==> config.mk <==
export PLATFORM = sky130hd
export DESIGN_NAME = rtil_top
export DESIGN_NICKNAME = d
export VERILOG_FILES = /design/src/logic/rtil_pkg.sv /design/src/logic/rtil_top.sv /design/src/logic/rtil_ttcnt.sv
export VERILOG_INCLUDE_DIRS = /design/src /design/src/logic
export SDC_FILE = /design/constraint.sdc
export NUM_CORES = 1
export LEC_CHECK = 0
export BUFFER_PORTS_ARGS = -buffer_cell sky130_fd_sc_hd__buf_2
export CAP_MARGIN = 30
export CORE_ASPECT_RATIO = 0.7
export CORE_MARGIN = 2
export CORE_UTILIZATION = 30
export DETAILED_ROUTE_END_ITERATION = 8
export HOLD_SLACK_MARGIN = 0.08
export PLACE_DENSITY = 0.51
export SLEW_MARGIN = 20
export SYNTH_ARGS = -nofsm -noshare
export SYNTH_HDL_FRONTEND = slang
export SYNTH_SLANG_ARGS = --single-unit
export TNS_END_PERCENT = 5
==> constraint.sdc <==
create_clock -name CLK -period 2.6 [get_ports CLK]
set_clock_uncertainty 0.1 [all_clocks]
set_input_delay 0.52 -clock CLK [delete_from_list [all_inputs] [get_ports CLK]]
set_output_delay 0.52 -clock CLK [all_outputs]
set_load 0.03 [all_outputs]
==> src/logic/rtil_consts.svh <==
`ifndef RTIL_CONSTS_SVH
`define RTIL_CONSTS_SVH
// Register word indices; byte address is four times the index.
`define RTIL_IDX_PEND 16'h0009
`define RTIL_IDX_EN 16'h0012
`define RTIL_IDX_OE 16'h0016
`define RTIL_IDX_HWEN 16'h000F
`define RTIL_IDX_HWPEND 16'h0040
`define RTIL_IDX_TT1 16'h0049
`define RTIL_IDX_UT1 16'h004A
`define RTIL_IDX_TT2 16'h004B
`define RTIL_IDX_UT2 16'h004C
`define RTIL_IDX_XCFG 16'h004D
`define RTIL_IDX_HWOE 16'h0041
// Hardware pending and enable bit positions.
`define RTIL_BIT_TERM_SUM 1
`define RTIL_BIT_TTM1 4
`define RTIL_BIT_TTM2 5
// Extended configuration bit positions.
`define RTIL_BIT_SUPPRESS 0
`define RTIL_BIT_LOGBUSY 2
// Reserved pending bit and log word busy bit.
`define RTIL_BIT_RSVD 9
`define RTIL_RESET_16 16'h0000
`define RTIL_RESP_OKAY 2'b00
`define RTIL_RESP_SLVERR 2'b10
`endif

==> src/logic/rtil_pkg.sv <==
package rtil_pkg;
	typedef logic [15:0] rtil_word_t;
	typedef logic [1:0] rtil_resp_t;
endpackage

==> src/logic/rtil_top.sv <==
// Function
// - Terminal one match raises count-match interrupt.
// - Terminal two match raises count-match interrupt.
// - Match interrupts need hardware enable bits.
// - Disabled terminal events are fully ignored.
// - Enabling never recognises earlier events.
// - Enabled events OR into pending register.
// - Every enabled event updates the log.
// - Enabled events set terminal summary bit one.
// - Output-enabled events assert request at completion.
// - Low priority events update pending, no request.
// - Reading pending returns then clears it.
// - Request is OR of all enabled sources.
// - Suppress bit blocks request on error/busy.
// - Log word mirrors pending pattern.
// - Pending bit nine reads zero; log carries busy.
// - Same bit means same event everywhere.
// - Time tag counters are free-running sixteen bits.
//
// The AXI4-Lite interface to the registers was left to the implementer.
`timescale 1ns/1ps
`default_nettype none
`include "rtil_consts.svh"
module rtil_top #(
	parameter int TICK_DIV = 40
) (
	input wire logic CLK,
	input wire logic ARST_N,
	input wire logic [31:0] S_AXI_AWADDR,
	input wire logic S_AXI_AWVALID,
	output logic S_AXI_AWREADY,
	input wire logic [31:0] S_AXI_WDATA,
	input wire logic [3:0] S_AXI_WSTRB,
	input wire logic S_AXI_WVALID,
	output logic S_AXI_WREADY,
	output logic [1:0] S_AXI_BRESP,
	output logic S_AXI_BVALID,
	input wire logic S_AXI_BREADY,
	input wire logic [31:0] S_AXI_ARADDR,
	input wire logic S_AXI_ARVALID,
	output logic S_AXI_ARREADY,
	output logic [31:0] S_AXI_RDATA,
	output logic [1:0] S_AXI_RRESP,
	output logic S_AXI_RVALID,
	input wire logic S_AXI_RREADY,
	input wire rtil_pkg::rtil_word_t TERM_EVENT,
	input wire logic TERM_MSG_DONE,
	input wire logic TERM_ERR_BUSY,
	input wire logic OTHER_IRQ,
	output logic LOG_WRITE,
	output rtil_pkg::rtil_word_t LOG_IDENT,
	output logic IRQ_N
);
	import rtil_pkg::*;
	typedef struct packed {
		logic [1:0] ev_sync1;
		logic [1:0] ev_sync2;
		logic [15:0] ev_raw;
		logic [15:0] ev_bits;
		logic [15:0] en;
		logic [15:0] oe;
		logic [15:0] pend;
		logic [15:0] hw_en;
		logic [15:0] hw_oe;
		logic [15:0] hw_pend;
		logic [15:0] ut1;
		logic [15:0] ut2;
		logic [15:0] xcfg;
		logic [15:0] msg_acc;
		logic msg_hi;
		logic irq;
		logic log_wr;
		logic [15:0] log_id;
		logic [31:0] wa;
		logic wa_ok;
		logic [31:0] wd;
		logic wd_ok;
		logic bvalid;
		logic [1:0] bresp;
		logic rvalid;
		logic [31:0] rdata;
		logic [1:0] rresp;
		logic [15:0] div;
		logic tick;
		logic [1:0] tt_load;
	} rtil_state_t;
	rtil_state_t s_q;
	rtil_state_t s_d;
	logic [15:0] tt1;
	logic [15:0] tt2;
	logic m1;
	logic m2;
	logic [15:0] ev_now;
	logic done_now;
	logic errbusy_now;
	// Time tag counters for both terminals.
	rtil_ttcnt u_tt1 (
		.clk(CLK),
		.arst_n(ARST_N),
		.tick(s_q.tick),
		.utility(s_q.ut1),
		.load(s_q.tt_load[0]),
		.count(tt1),
		.match(m1)
	);
	rtil_ttcnt u_tt2 (
		.clk(CLK),
		.arst_n(ARST_N),
		.tick(s_q.tick),
		.utility(s_q.ut2),
		.load(s_q.tt_load[1]),
		.count(tt2),
		.match(m2)
	);
	// Event pins come from the terminal engine's domain; both stages live in the state struct.
	// Only the second stage is read, so a metastable first stage never reaches the pending logic.
	assign ev_now = s_q.ev_bits;
	assign done_now = s_q.ev_sync2[0];
	assign errbusy_now = s_q.ev_sync2[1];
	// Register lookup for reads, by word index.
	function automatic logic [32:0] rd_word(input rtil_state_t s, input logic [15:0] i,
			input logic [15:0] c1, input logic [15:0] c2);
		logic [32:0] r;
		r = {1'b1, 32'h0000_0000};
		unique case (i)
			`RTIL_IDX_PEND: r[15:0] = s.pend;
			`RTIL_IDX_EN: r[15:0] = s.en;
			`RTIL_IDX_OE: r[15:0] = s.oe;
			`RTIL_IDX_HWEN: r[15:0] = s.hw_en;
			`RTIL_IDX_HWOE: r[15:0] = s.hw_oe;
			`RTIL_IDX_HWPEND: r[15:0] = s.hw_pend;
			`RTIL_IDX_TT1: r[15:0] = c1;
			`RTIL_IDX_UT1: r[15:0] = s.ut1;
			`RTIL_IDX_TT2: r[15:0] = c2;
			`RTIL_IDX_UT2: r[15:0] = s.ut2;
			`RTIL_IDX_XCFG: r[15:0] = s.xcfg;
			default: r[32] = 1'b0;
		endcase
		return r;
	endfunction
	// Next-state logic: bus slave, event capture, pending, log and request.
	always_comb begin
		logic [15:0] hit;
		logic [15:0] widx;
		logic [15:0] ridx;
		logic [32:0] rw;
		logic [15:0] wv;
		logic [15:0] hw_set;
		logic rd_pend;
		logic hw_wr_clr;
		hit = '0;
		widx = '0;
		ridx = '0;
		rw = '0;
		wv = '0;
		hw_set = '0;
		rd_pend = 1'b0;
		hw_wr_clr = 1'b0;
		s_d = s_q;
		// Two-stage synchronisers for the event, completion and error or busy pins.
		s_d.ev_raw = TERM_EVENT;
		s_d.ev_bits = s_q.ev_raw;
		s_d.ev_sync1 = {TERM_ERR_BUSY, TERM_MSG_DONE};
		s_d.ev_sync2 = s_q.ev_sync1;
		s_d.log_wr = 1'b0;
		s_d.tt_load = 2'b00;
		// Tick divider for the time tag rate.
		s_d.tick = 1'b0;
		if (s_q.div == 16'(TICK_DIV - 1)) begin
			s_d.div = '0;
			s_d.tick = 1'b1;
		end else begin
			s_d.div = s_q.div + 16'h0001;
		end
		// Write channel capture, address and data in either order.
		if (S_AXI_AWVALID && !s_q.wa_ok) begin
			s_d.wa = S_AXI_AWADDR;
			s_d.wa_ok = 1'b1;
		end
		if (S_AXI_WVALID && !s_q.wd_ok) begin
			s_d.wd = S_AXI_WDATA;
			s_d.wd_ok = 1'b1;
		end
		if (s_q.bvalid && S_AXI_BREADY) begin
			s_d.bvalid = 1'b0;
		end
		if (s_q.wa_ok && s_q.wd_ok && !s_q.bvalid) begin
			widx = s_q.wa[17:2];
			wv = s_q.wd[15:0];
			s_d.wa_ok = 1'b0;
			s_d.wd_ok = 1'b0;
			s_d.bvalid = 1'b1;
			s_d.bresp = `RTIL_RESP_OKAY;
			unique case (widx)
				`RTIL_IDX_EN: s_d.en = wv;
				`RTIL_IDX_OE: s_d.oe = wv;
				`RTIL_IDX_HWEN: s_d.hw_en = wv;
				`RTIL_IDX_HWOE: s_d.hw_oe = wv;
				`RTIL_IDX_HWPEND: hw_wr_clr = 1'b1;
				`RTIL_IDX_UT1: s_d.ut1 = wv;
				`RTIL_IDX_UT2: s_d.ut2 = wv;
				`RTIL_IDX_XCFG: s_d.xcfg = wv;
				`RTIL_IDX_TT1: s_d.tt_load[0] = 1'b1;
				`RTIL_IDX_TT2: s_d.tt_load[1] = 1'b1;
				`RTIL_IDX_PEND: s_d.bresp = `RTIL_RESP_OKAY;
				default: s_d.bresp = `RTIL_RESP_SLVERR;
			endcase
		end
		// Read channel; pending read also clears the register.
		if (s_q.rvalid && S_AXI_RREADY) begin
			s_d.rvalid = 1'b0;
		end
		if (S_AXI_ARVALID && !s_q.rvalid) begin
			ridx = S_AXI_ARADDR[17:2];
			rw = rd_word(s_q, ridx, tt1, tt2);
			s_d.rvalid = 1'b1;
			s_d.rdata = rw[31:0];
			s_d.rresp = rw[32] ? `RTIL_RESP_OKAY : `RTIL_RESP_SLVERR;
			rd_pend = (ridx == `RTIL_IDX_PEND);
		end
		if (rd_pend) begin
			s_d.pend = '0;
		end
		if (hw_wr_clr) begin
			s_d.hw_pend = s_q.hw_pend & ~wv;
		end
		// Only events seen while enabled are gathered; no history is kept.
		hit = ev_now & s_q.en;
		hit[`RTIL_BIT_RSVD] = 1'b0;
		s_d.pend = s_d.pend | hit;
		s_d.msg_acc = s_q.msg_acc | hit;
		if (|hit) begin
			s_d.msg_hi = s_q.msg_hi | (|(hit & s_q.oe));
		end
		// At message completion the log is written and the request decided.
		if (done_now && |s_d.msg_acc) begin
			s_d.log_wr = 1'b1;
			s_d.log_id = s_d.msg_acc;
			s_d.log_id[`RTIL_BIT_RSVD] = s_q.xcfg[`RTIL_BIT_LOGBUSY];
			// The request is decided before the accumulators are emptied for the next message.
			if (s_d.msg_hi && !(s_q.xcfg[`RTIL_BIT_SUPPRESS] && errbusy_now)) begin
				s_d.irq = 1'b1;
			end
			s_d.msg_acc = '0;
			s_d.msg_hi = 1'b0;
		end
		if (|hit) begin
			hw_set[`RTIL_BIT_TERM_SUM] = 1'b1;
		end
		hw_set[`RTIL_BIT_TTM1] = m1 & s_q.hw_en[`RTIL_BIT_TTM1];
		hw_set[`RTIL_BIT_TTM2] = m2 & s_q.hw_en[`RTIL_BIT_TTM2];
		s_d.hw_pend = s_d.hw_pend | hw_set;
		// Request drops once the whole pending register is zero, low-priority bits included.
		if (s_d.pend == '0) begin
			s_d.irq = 1'b0;
		end
	end
	// State register.
	always_ff @(posedge CLK or negedge ARST_N) begin
		if (!ARST_N) begin
			s_q <= '0;
		end else begin
			s_q <= s_d;
		end
	end
	// Bus handshakes and register-driven outputs.
	assign S_AXI_AWREADY = !s_q.wa_ok;
	assign S_AXI_WREADY = !s_q.wd_ok;
	assign S_AXI_BVALID = s_q.bvalid;
	assign S_AXI_BRESP = s_q.bresp;
	assign S_AXI_ARREADY = !s_q.rvalid;
	assign S_AXI_RVALID = s_q.rvalid;
	assign S_AXI_RDATA = s_q.rdata;
	assign S_AXI_RRESP = s_q.rresp;
	assign LOG_WRITE = s_q.log_wr;
	assign LOG_IDENT = s_q.log_id;
	// One shared active-low request line.
	assign IRQ_N = !(s_q.irq || |(s_q.hw_pend & s_q.hw_oe) || OTHER_IRQ);
endmodule
`default_nettype wire

==> src/logic/rtil_ttcnt.sv <==
`timescale 1ns/1ps
`default_nettype none
`include "rtil_consts.svh"
module rtil_ttcnt (
	input wire logic clk,
	input wire logic arst_n,
	input wire logic tick,
	input wire logic [15:0] utility,
	input wire logic load,
	output logic [15:0] count,
	output logic match
);
	import rtil_pkg::*;
	typedef struct packed {
		logic [15:0] cnt;
		logic match;
	} rtil_tt_state_t;
	rtil_tt_state_t s_q;
	rtil_tt_state_t s_d;
	// Free-running count advances on each tick; match pulses when it lands on the utility value.
	always_comb begin
		s_d = s_q;
		if (load) begin
			s_d.cnt = utility;
		end else if (tick) begin
			s_d.cnt = s_q.cnt + 16'h0001;
		end
		// A fresh count equal to the utility word is a match, whether counted up or loaded.
		s_d.match = (load || tick) && (s_d.cnt == utility);
	end
	// State register.
	always_ff @(posedge clk or negedge arst_n) begin
		if (!arst_n) begin
			s_q <= '0;
		end else begin
			s_q <= s_d;
		end
	end
	assign count = s_q.cnt;
	assign match = s_q.match;
endmodule
`default_nettype wire
# After elaboration in Yosys (flattened, before gate mapping)
# Index checks and enable logic that the tools add are counted.
[word_totals]
ff_bits = 326
in_bits = 126
out_inout_bits = 59
elab_cells = 148
[op_classes]
add_sub_neg = 3
eq_ne = 25
n_mux = 32
bitwise = 11
n_reduce_logical = 43
[op_table]
columns = ["operator", "count"]
rows = [
  ["$eq 16x7->1 const B", 14],
  ["$pmux 16 s11", 1],
  ["$mux 16", 8],
  ["$mux 35", 2],
  ["$and 16x16->16", 4],
  ["$eq 16x4->1 const B", 4],
  ["$eq 16x5->1 const B", 4],
  ["$add 16x1->16 const B", 3],
  ["$reduce_or 16->1", 3],
  ["$eq 16x16->1", 2],
  ["$or 16x16->16", 2],
  ["$reduce_or 11->1", 2],
  ["$mux 1", 17],
  ["$eq 16x6->1 const B", 1],
  ["$logic_not 16->1", 1],
  ["$not 16->16", 1],
  ["$or 16x6->16", 1],
  ["$reduce_and 2->1", 8],
  ["$reduce_or 15->1", 1],
  ["$logic_and 1x1->1", 12],
  ["$reduce_bool 2->1", 6],
  ["$logic_not 1->1", 6],
  ["$mux 2", 3],
  ["$logic_or 1x1->1", 4],
  ["other kinds (3)", 4],
]

# Logic depth before layout (Yosys ltp)
# Gate-level depths: netlist of run 1.
[depth]
depth_word = 9
ltp_mapped = 8
depth_no_buf = 7

# By module
# From an unflattened synthesis of run 1, not the netlist that was laid out.
[unflattened]
hier_cells = 1285
area_unflattened_um2 = 15135.8
[by_module_without_submodules]
columns = ["mod", "instances", "cells_per_inst", "area_each_um2", "seq_area_each_um2"]
rows = [
  ["rtil_top", 1, 983, 12378.1, 7131.8],
  ["rtil_ttcnt", 2, 151, 1378.8, 425.4],
]

# Least setup slack after synthesis of run 1
# No wires, ideal clock.
[synth_path]
path_kind = "register to register"
from = "reg s_q, in the netlist S_AXI_BVALID"
to = "reg s_q[196] in the netlist's numbering"
setup_ns = 0.125
arrival_time_ns = 2.218
required_ns = 2.375
slack_ns = 0.156
path_stages_with_launch = 8
path_buffers = 2
synth_period_minus_slack_ns = 2.444
path_cell_list = "dfrtp_1 and3b_1 nand4_2 or2_1 or4_1 buf_2 buf_6 mux2_4"
[synth_via]
elab_chain_len = 3
[synth_rtl]
columns = ["element", "line", "rtl"]
rows = [
  ["start, declared", "rtil_top.sv:87", "rtil_state_t s_q;"],
  ["start signal, assigned", "rtil_top.sv:261", "s_q <= '0;"],
  ["start signal, assigned", "rtil_top.sv:263", "s_q <= s_d;"],
  ["$logic_not 1->1", "rtil_top.sv:187", "if (s_q.wa_ok && s_q.wd_ok && !s_q.bvalid) begin"],
  ["$logic_and 1x1->1", "rtil_top.sv:187", ""],
  ["$reduce_and 2->1 (no line)", "-", ""],
]
# Every way passes these cells.
# A chain may end at the register's enable or synchronous reset.

# Worst setup path in the final report of run 1
[layout_path]
from = "reg s_q[224] in the netlist's numbering"
to = "out IRQ_N"
[layout_via]
elab_chain_len = 5
[layout_rtl]
columns = ["element", "line", "rtl"]
rows = [
  ["$and 16x16->16", "rtil_top.sv:278", "assign IRQ_N = !(s_q.irq || |(s_q.hw_pend & s_q.hw_oe) || OTHER_IRQ);"],
  ["$reduce_or 16->1", "rtil_top.sv:278", ""],
  ["$logic_or 1x1->1 (2 in series)", "rtil_top.sv:278", ""],
  ["$logic_not 1->1", "rtil_top.sv:278", ""],
  ["end, declared", "rtil_top.sv:52", "output logic IRQ_N"],
]
# Every way passes these cells.

==> summary.md, run 1 <==
| Metric | Value |
|---|---|
| GRT Residual Overflow | 0 |
| Clock latency on the worst-skew pair | a little over 0.6 ns |
| Overall die area | a little over 50,000 sq um |
| TritonCTS clock tree | done |
| CP startpoint kind | register |
| Net count of the finished layout | roughly 1,600 |
| Max Root-Sink Buffers | 3 |
| Initial core utilization | 0.304 |
| Overall Global Routing Usage | 0.187 |
| Netlist Area Pre-Place | around 15,000 sq um |
| RePlAce Congestion | between 0.9 and 1 |
| Via-per-instance ratio | approximately 5.2 |
| Root buf cell | clkbuf_16 |
| Setup_tns | -0.0626 ns |
| Warnings from Yosys | 0 |
| Clock transition at the registers of the reported paths | around 0.070 ns |
| Share of Yosys cell area claimed by the top area cell type | 0.531 |
| Post-route antenna net violation count | 0 |
| Number of sinks handled by clock tree synthesis | 319 |
| Number of distinct standard cells referenced by the synthesized netlist | 80 |
| Detailed-route via count | approximately 11,000 |
| Leakage | 8.47 nW |
| Violated checks | setup timing |
| Post-synthesis async set-or-reset flop share | 1.00 |
| DR DRC count | 0 |
| Antenna Diode Count | 0 |
| Max-capacitance violation count | 0 |
| Buffers on Ports | ~110 |
| Flops & latches, synth | between 300 and 400 |
| Number of global-route vias before repair | roughly 11,000 |
| Top fanout value on the critical path | 2 |
| CTS Buf Count | 31 |
| Power density normalized to cell area | 676 nW/um^2 |
| DP Wirelength | roughly 36,000 um |
| Number of search-and-repair iterations in the first detailed-routing pass | 6 |
| Fin worst setup slack | -0.0626 ns |
| Number of pins with negative max-slew slack in the final report | 0 |
| Post-synth top area cell | dfrtp_1 |
| Average routed wire per standard cell | 22.6 um |
| Number of antenna violations at the first check in global routing | 2 |
| Height of the die | roughly 190 um |
| Crit path capture type | output port |
| Class of the most critical hold timing path | register to register |
| Std cell rows | 68 |
| Number of H-tree branching levels | 1 |
| Leading post-synthesis cells by cell area | dfrtp_1 53%, mux2_2 11%, buf_4 2.6%, xnor2_1 2.5%, a22oi_1 2.1% |
| Slew margin rel. | 0.515 |
| Number of enable-type register cells in the synthesized netlist | 0 |
| Crit path arrival time | 2.04 ns |
| Syn Inst Count | roughly 1,300 |
| Final critical delay including setup and external delays | between 2 and 3 ns |
| Highest attainable clock frequency | about 380 MHz |
| First-iteration detailed-routing DRC count | about 1,300 |
| Placeable core region | ~49,000 sq um |
| Syn Area/Cell | between 10 and 15 sq um |
| Worst hold slack across all endpoints | approximately 0.25 ns |
| Total detailed-routing wirelength | between 40,000 and 50,000 um |
| Least-Margin Pin Slew | 0.728 ns |
| Final setup violation count | 1 |
| Final count of hold timing violations | 0 |
| Power, Total | ~13 mW |
| Top-level I/O count | approximately 190 |
| Wire length of the first global-routing pass | between 70,000 and 80,000 um |
| Data required time at the worst endpoint | ~2.0 ns |
| Unrepaired setup endpoints after global routing | yes |
| Portion of the post-synthesis area used by sequential elements | 0.531 |
| Final worst path period share | 1.02 |
| Max IR drop VDD | approximately 0.52 mV |
| Type of the setup path with the least slack | register to output port |
| Layout overhead on the synthesized area | 23.2% |
| Horiz. Die Dim | about 270 um |
| Run status | complete, but fails checks |
| Maximum number of pins on one net before global-route repair | 64 |
| Main synth FF type | dfrtp_1 |
| Fraction of layout instances using a drive strength above 1 | 0.307 |
==> cells in the final DEF (no fill, tap or decap), types with 15 or more instances in the layout <==
cell type      instances
a222oi_1              17
xor2_1                24
buf_4                 84
xnor2_1               43
a21boi_0              15
dlygate4sd3_1         54
nand2_1               77
nor4_1                18
mux2_2               152
clkbuf_16             31
a22oi_1               43
buf_2                111
buf_12                19
nand3_1               42
conb_1                18
a22o_1                25
nor2_1                68
nand4_1               26
a21oi_1               46
o21ai_0               30
and3_1                28
dfrtp_1              317
inv_1                 16
==> cells by family (layout without fill, tap and decap cells) <==
family / Yosys count / in the layout / synth area share
flops: 319 / 319 / 0.531
mux: 166 / 166 / 0.127
fa+ha+maj: 3 / 3 / 0.00250
simple gates: 345 / 345 / 0.128
compound gates: 239 / 239 / 0.117
xor+xnor: 72 / 72 / 0.0468
other cells: 1 / 18 / 0.000250
buf+inv: 127 / 345 / 0.0481
==> critical path: stages, from the launching register on <==
cell and delay (ns):
dfrtp_1 0.39, a222oi_1 0.42, buf_4 0.20, nand4_1 0.09, nor2_2 0.17, buf_6 0.16
==> where the power goes <==
part           total, mW  leakage, nW  switching, mW  internal (mW)
clock               4.83        0.541           2.06           2.77
sequential          6.16         4.25          0.790           5.37
combinational       1.52         3.67          0.857          0.666
total               12.5         8.47           3.71           8.81
==> metal layers <==
layer  vias to the layer above  GRT usage  share of wire
met5                         -          0        0.00027
met3                        66     0.0616           0.10
met2                       462      0.246           0.38
met4                         2     0.0334          0.017
li1                       5048          -              -
met1                      5777      0.292           0.50
==> cell type report <==
class / instances / area, sq um
Inverter: 17 / 63.8
Fill cell: 4834 / 30800
Timing Repair Buffer: 270 / 2130
Clock inverter: 16 / 203
Tap cell: 665 / 832
Clock buffer: 42 / 877
Sequential cell: 319 / 7990
Multi-Input combinational cell: 843 / 6410
==> stage by stage <==
stage               setup slack (ns)   util  cell area, sq um  instances
floorplan                      0.156      -             15100       1289
global placement              -0.155  0.341             16800       2055
detailed placement           -0.0904  0.341             16800       2055
CTS                          -0.0682  0.375             18500       2171
global route                  -0.125  0.375             18500       2172
finish                       -0.0626  0.375             18500       2172
==> registers in the layout, indices dropped and copies added, names as in the netlist, 15 cells and up <==
signal / count
u_tt1.count: 16
LOG_IDENT: 16
ev_now: 15
s_q: 214
S_AXI_RDATA: 16
u_tt2.count: 16
s_d: 17
==> synth_stat cells, types with 5 or more instances <==
library cell,n
and3_1,28
xor2_1,24
dfrtp_1,319
and2_1,6
nand2_1,77
a2111oi_0,5
a21boi_0,15
o21ai_1,5
o21ai_0,31
buf_2,17
a222oi_1,17
nand2b_1,13
mux2_2,152
a22oi_1,43
nor4_1,19
nor2_1,69
a22o_1,25
a221oi_1,6
nor3_1,10
nand4_1,26
inv_1,16
clkbuf_1,32
mux2_4,10
nor2b_1,7
buf_4,52
nand3_1,42
and4_1,10
a21oi_1,46
buf_1,5
xnor2_1,43
==> timing repair <==
action / in CTS / in global routing
hold buffers: 54 / 0
pin swaps: 2 / 2
gates resized for setup: 5 / 5
endpoints found under the setup margin: 1 / 3
endpoints found under the hold margin: 105 / 0
buffers inserted: 4 / 1
==> final timing paths <==
check,from,slack [ns],cells past startpoint,to
worst max-delay path,s_q[224]$_DFFE_PN0P_,-0.06,5,IRQ_N
worst min-delay path,s_d[316]$_DFF_PN0_,0.25,0,ev_now[14]$_DFF_PN0_
worst max register to register,u_tt1.count[8]$_DFF_PN0_,0.06,7,u_tt1.match$_DFF_PN0_
worst min register to register,s_d[316]$_DFF_PN0_,0.25,0,ev_now[14]$_DFF_PN0_
max in group asynchronous,ARST_N,1.24,3,errbusy_now$_DFF_PN0_
min in group asynchronous,ARST_N,0.38,2,s_q[104]$_DFFE_PN0P_
No activity file was read; power rests on OpenSTA's default activity.
==> run 2: changes to the inputs <==
--- a/config.mk
+++ b/config.mk
@@ -14,6 +14,7 @@
 export DETAILED_ROUTE_END_ITERATION = 8
 export HOLD_SLACK_MARGIN = 0.08
 export PLACE_DENSITY = 0.51
+export SKIP_CTS_REPAIR_TIMING = 1
 export SLEW_MARGIN = 20
 export SYNTH_ARGS = -nofsm -noshare
 export SYNTH_HDL_FRONTEND = slang
==> constraint.sdc (replaced) <==
create_clock -name CLK -period 2.6 [get_ports CLK]
set_clock_uncertainty 0.1 [all_clocks]
set_input_delay 0.26 -clock CLK [delete_from_list [all_inputs] [get_ports CLK]]
set_output_delay 0.26 -clock CLK [all_outputs]
set_load 0.03 [all_outputs]
==> run 2 against run 1 <==
  * The flow still finishes with violations (setup timing)
  * Maximum frequency fell by 1.5%
  * Flip-flop and latch count did not move
  * Total power increased by 2.0%
  * Critical path depth shrank 1
  * First-iteration DRC count rose by 17%
  * Combinational power barely moved
  * Die area unchanged
  * Sequential power about the same
  * Via count shrank 0.81%
  * Count of clock-buffer cells in the layout decreased by 2
  * Critical path type unchanged
  * Largest power group unchanged
  * Highest routed layer is now met4
==> summary.md, run 2 (synthesized netlist as in run 1, its figures left out) <==
| Metric | Value |
|---|---|
| Run status | complete, but fails checks |
| Violated checks | setup timing |
| Number of pins with negative max-slew slack in the final report | 0 (unchanged) |
| Overall Global Routing Usage | 0.184 (-0.00224) |
| Final critical delay including setup and external delays | 2.70 ns (+0.0410 ns) |
| DR DRC count | 0 (unchanged) |
| Number of sinks handled by clock tree synthesis | 319 (unchanged) |
| DP Cell Count | 2,043 (-0.58%) |
| Final setup violation count | 1 (unchanged) |
| Biggest register | s_q |
| Post-route antenna net violation count | 0 (unchanged) |
| Initial core utilization | 0.304 (unchanged) |
| Height of the die | 191 um (unchanged) |
| Post-Layout Cell Count | 2,158 (-0.64%) |
| CTS Buf Count | 31 (unchanged) |
| Unrepaired setup endpoints after global routing | yes |
| Crit path capture type | output port |
| Most common library cell in the layout ignoring fill and taps | dfrtp_1 |
| Max Root-Sink Buffers | 3 (unchanged) |
| Layout overhead on the synthesized area | 22.4% |
| Horiz. Die Dim | 271 um (unchanged) |
| CP startpoint kind | register |
| Overall die area | 51,900 sq um (unchanged) |
| Class of the most critical hold timing path | primary input to asynchronous set/reset pin |
| Average routed wire per standard cell | 22.6 um (about the same) |
| Total detailed-routing wirelength | 48,700 um (-0.68%) |
| RePlAce Congestion | 0.898 (-1.4%) |
| Max IR drop VDD | 0.471 mV (-8.8%) |
| Setup_tns | -0.104 ns (-0.0410 ns) |
| TritonCTS clock tree | done |
| Largest register FFs | 214 (unchanged) |
| First-iteration detailed-routing DRC count | 1,500 (+17%) |
| Area of all placed cells without fillers | 18,400 sq um (-0.62%) |
| Highest-count cells in the layout ignoring fill and taps | 319 x dfrtp_1, 152 x mux2_2, 111 x buf_2 |
| Power density normalized to cell area | 694 nW/um^2 (+2.7%) |
| Final worst path period share | 1.04 (+0.0158) |
| Slew margin rel. | 0.328 (-0.187) |
| Net count of the finished layout | 1,597 (-0.87%) |
| Fraction of layout instances using a drive strength above 1 | 0.301 (-0.00583) |
| Antenna Diode Count | 0 (unchanged) |
| Fin worst setup slack | -0.104 ns (-0.0410 ns) |
| Std cell rows | 68 (unchanged) |
| Crit path arrival time | 2.34 ns (+0.30 ns) |
| Top fanout value on the critical path | 3 (+1) |
| Number of search-and-repair iterations in the first detailed-routing pass | 8 (+2) |
| Least-Margin Pin Slew | 1.00 ns (+0.277 ns) |
| Type of the setup path with the least slack | register to output port |
| Placed cell areas | 16,600 sq um (-1.1%) |
| Via-per-instance ratio | 5.22 (-0.17%) |
| Clock transition at the registers of the reported paths | 0.07 ns (about the same) |
| Worst r2r path cells | 6 (-1) |
| Highest attainable clock frequency | 370 MHz (-1.5%) |
| Clock latency on the worst-skew pair | 0.61 ns (about the same) |
| Maximum number of pins on one net before global-route repair | 70 (+9.4%) |
| Number of H-tree branching levels | 1 (unchanged) |
| Top-level I/O count | 185 (unchanged) |
| Worst hold slack across all endpoints | 0.0889 ns (-0.159 ns) |
| Power, Total | 12.8 mW (+2.0%) |
| Placeable core region | 49,300 sq um (unchanged) |
| Leakage | 8.38 nW (-1.0%) |
| Number of global-route vias before repair | 10,700 (-3.5%) |
| Data required time at the worst endpoint | 2.24 ns (+0.26 ns) |
| Final standard cell utilization of the core | 0.373 (-0.00231) |
| Worst setup timing slack at the placement stage | 0.107 ns (+0.198 ns) |
| Number of antenna violations at the first check in global routing | 0 (-2) |
| Max-capacitance violation count | 0 (unchanged) |
| DP Wirelength | 36,100 um (-0.95%) |
| Wire length of the first global-routing pass | 71,500 um (-1.9%) |
| Buffers on Ports | 113 (unchanged) |
| Detailed-route via count | 11,300 (-0.81%) |
| GRT Residual Overflow | 0 (unchanged) |
| Final count of hold timing violations | 0 (unchanged) |
| Root buf cell | clkbuf_16 |
run 2: worst max-delay path, cell delays in order (launching register included):
cell	delay, ns
dfrtp_1	0.42
a222oi_1	0.76
nand4_1	0.20
nor2_2	0.22
buf_6	0.16
run 2: worst paths after layout:
| kind | slack [ns] | end | start |
|---|---|---|---|
| worst max register to register | 0.11 | u_tt1.match$_DFF_PN0_ | u_tt1.count[2]$_DFF_PN0_ |
| worst max-delay path | -0.10 | IRQ_N | s_q[223]$_DFFE_PN0P_ |
| worst min-delay path | 0.09 | s_q[104]$_DFFE_PN0P_ | ARST_N |
| worst min register to register | 0.25 | ev_now[4]$_DFF_PN0_ | s_d[306]$_DFF_PN0_ |
| max in group asynchronous | 1.52 | s_q[166]$_DFFE_PN0P_ | ARST_N |
| min in group CLK | 0.10 | S_AXI_RRESP[1]$_DFFE_PN0N_ | S_AXI_ARVALID |
run 2: final cells by class:
cell class | instances | area (sq um)
Timing Repair Buffer | 256 | 1940
Multi-Input combinational cell | 843 | 6420
Sequential cell | 319 | 7980
Inverter | 17 | 63.8
Clock inverter | 18 | 278
Clock buffer | 40 | 880
Fill cell | 4866 | 31000
Tap cell | 665 | 832
run 2: routing by layer:
layer	part of all wire	track usage	vias up
li1	-	-	5030
met1	0.50	0.291	5699
met2	0.39	0.243	487
met3	0.10	0.0556	47
met4	0.013	0.0330	0
met5	0	0	-
run 2: power breakdown:
part | internal, mW | switching [mW] | total [mW]
Sequential | 5.37 | 0.768 | 6.13
Clock | 3.01 | 2.12 | 5.12
Combinational | 0.656 | 0.852 | 1.51
Total | 9.03 | 3.74 | 12.8
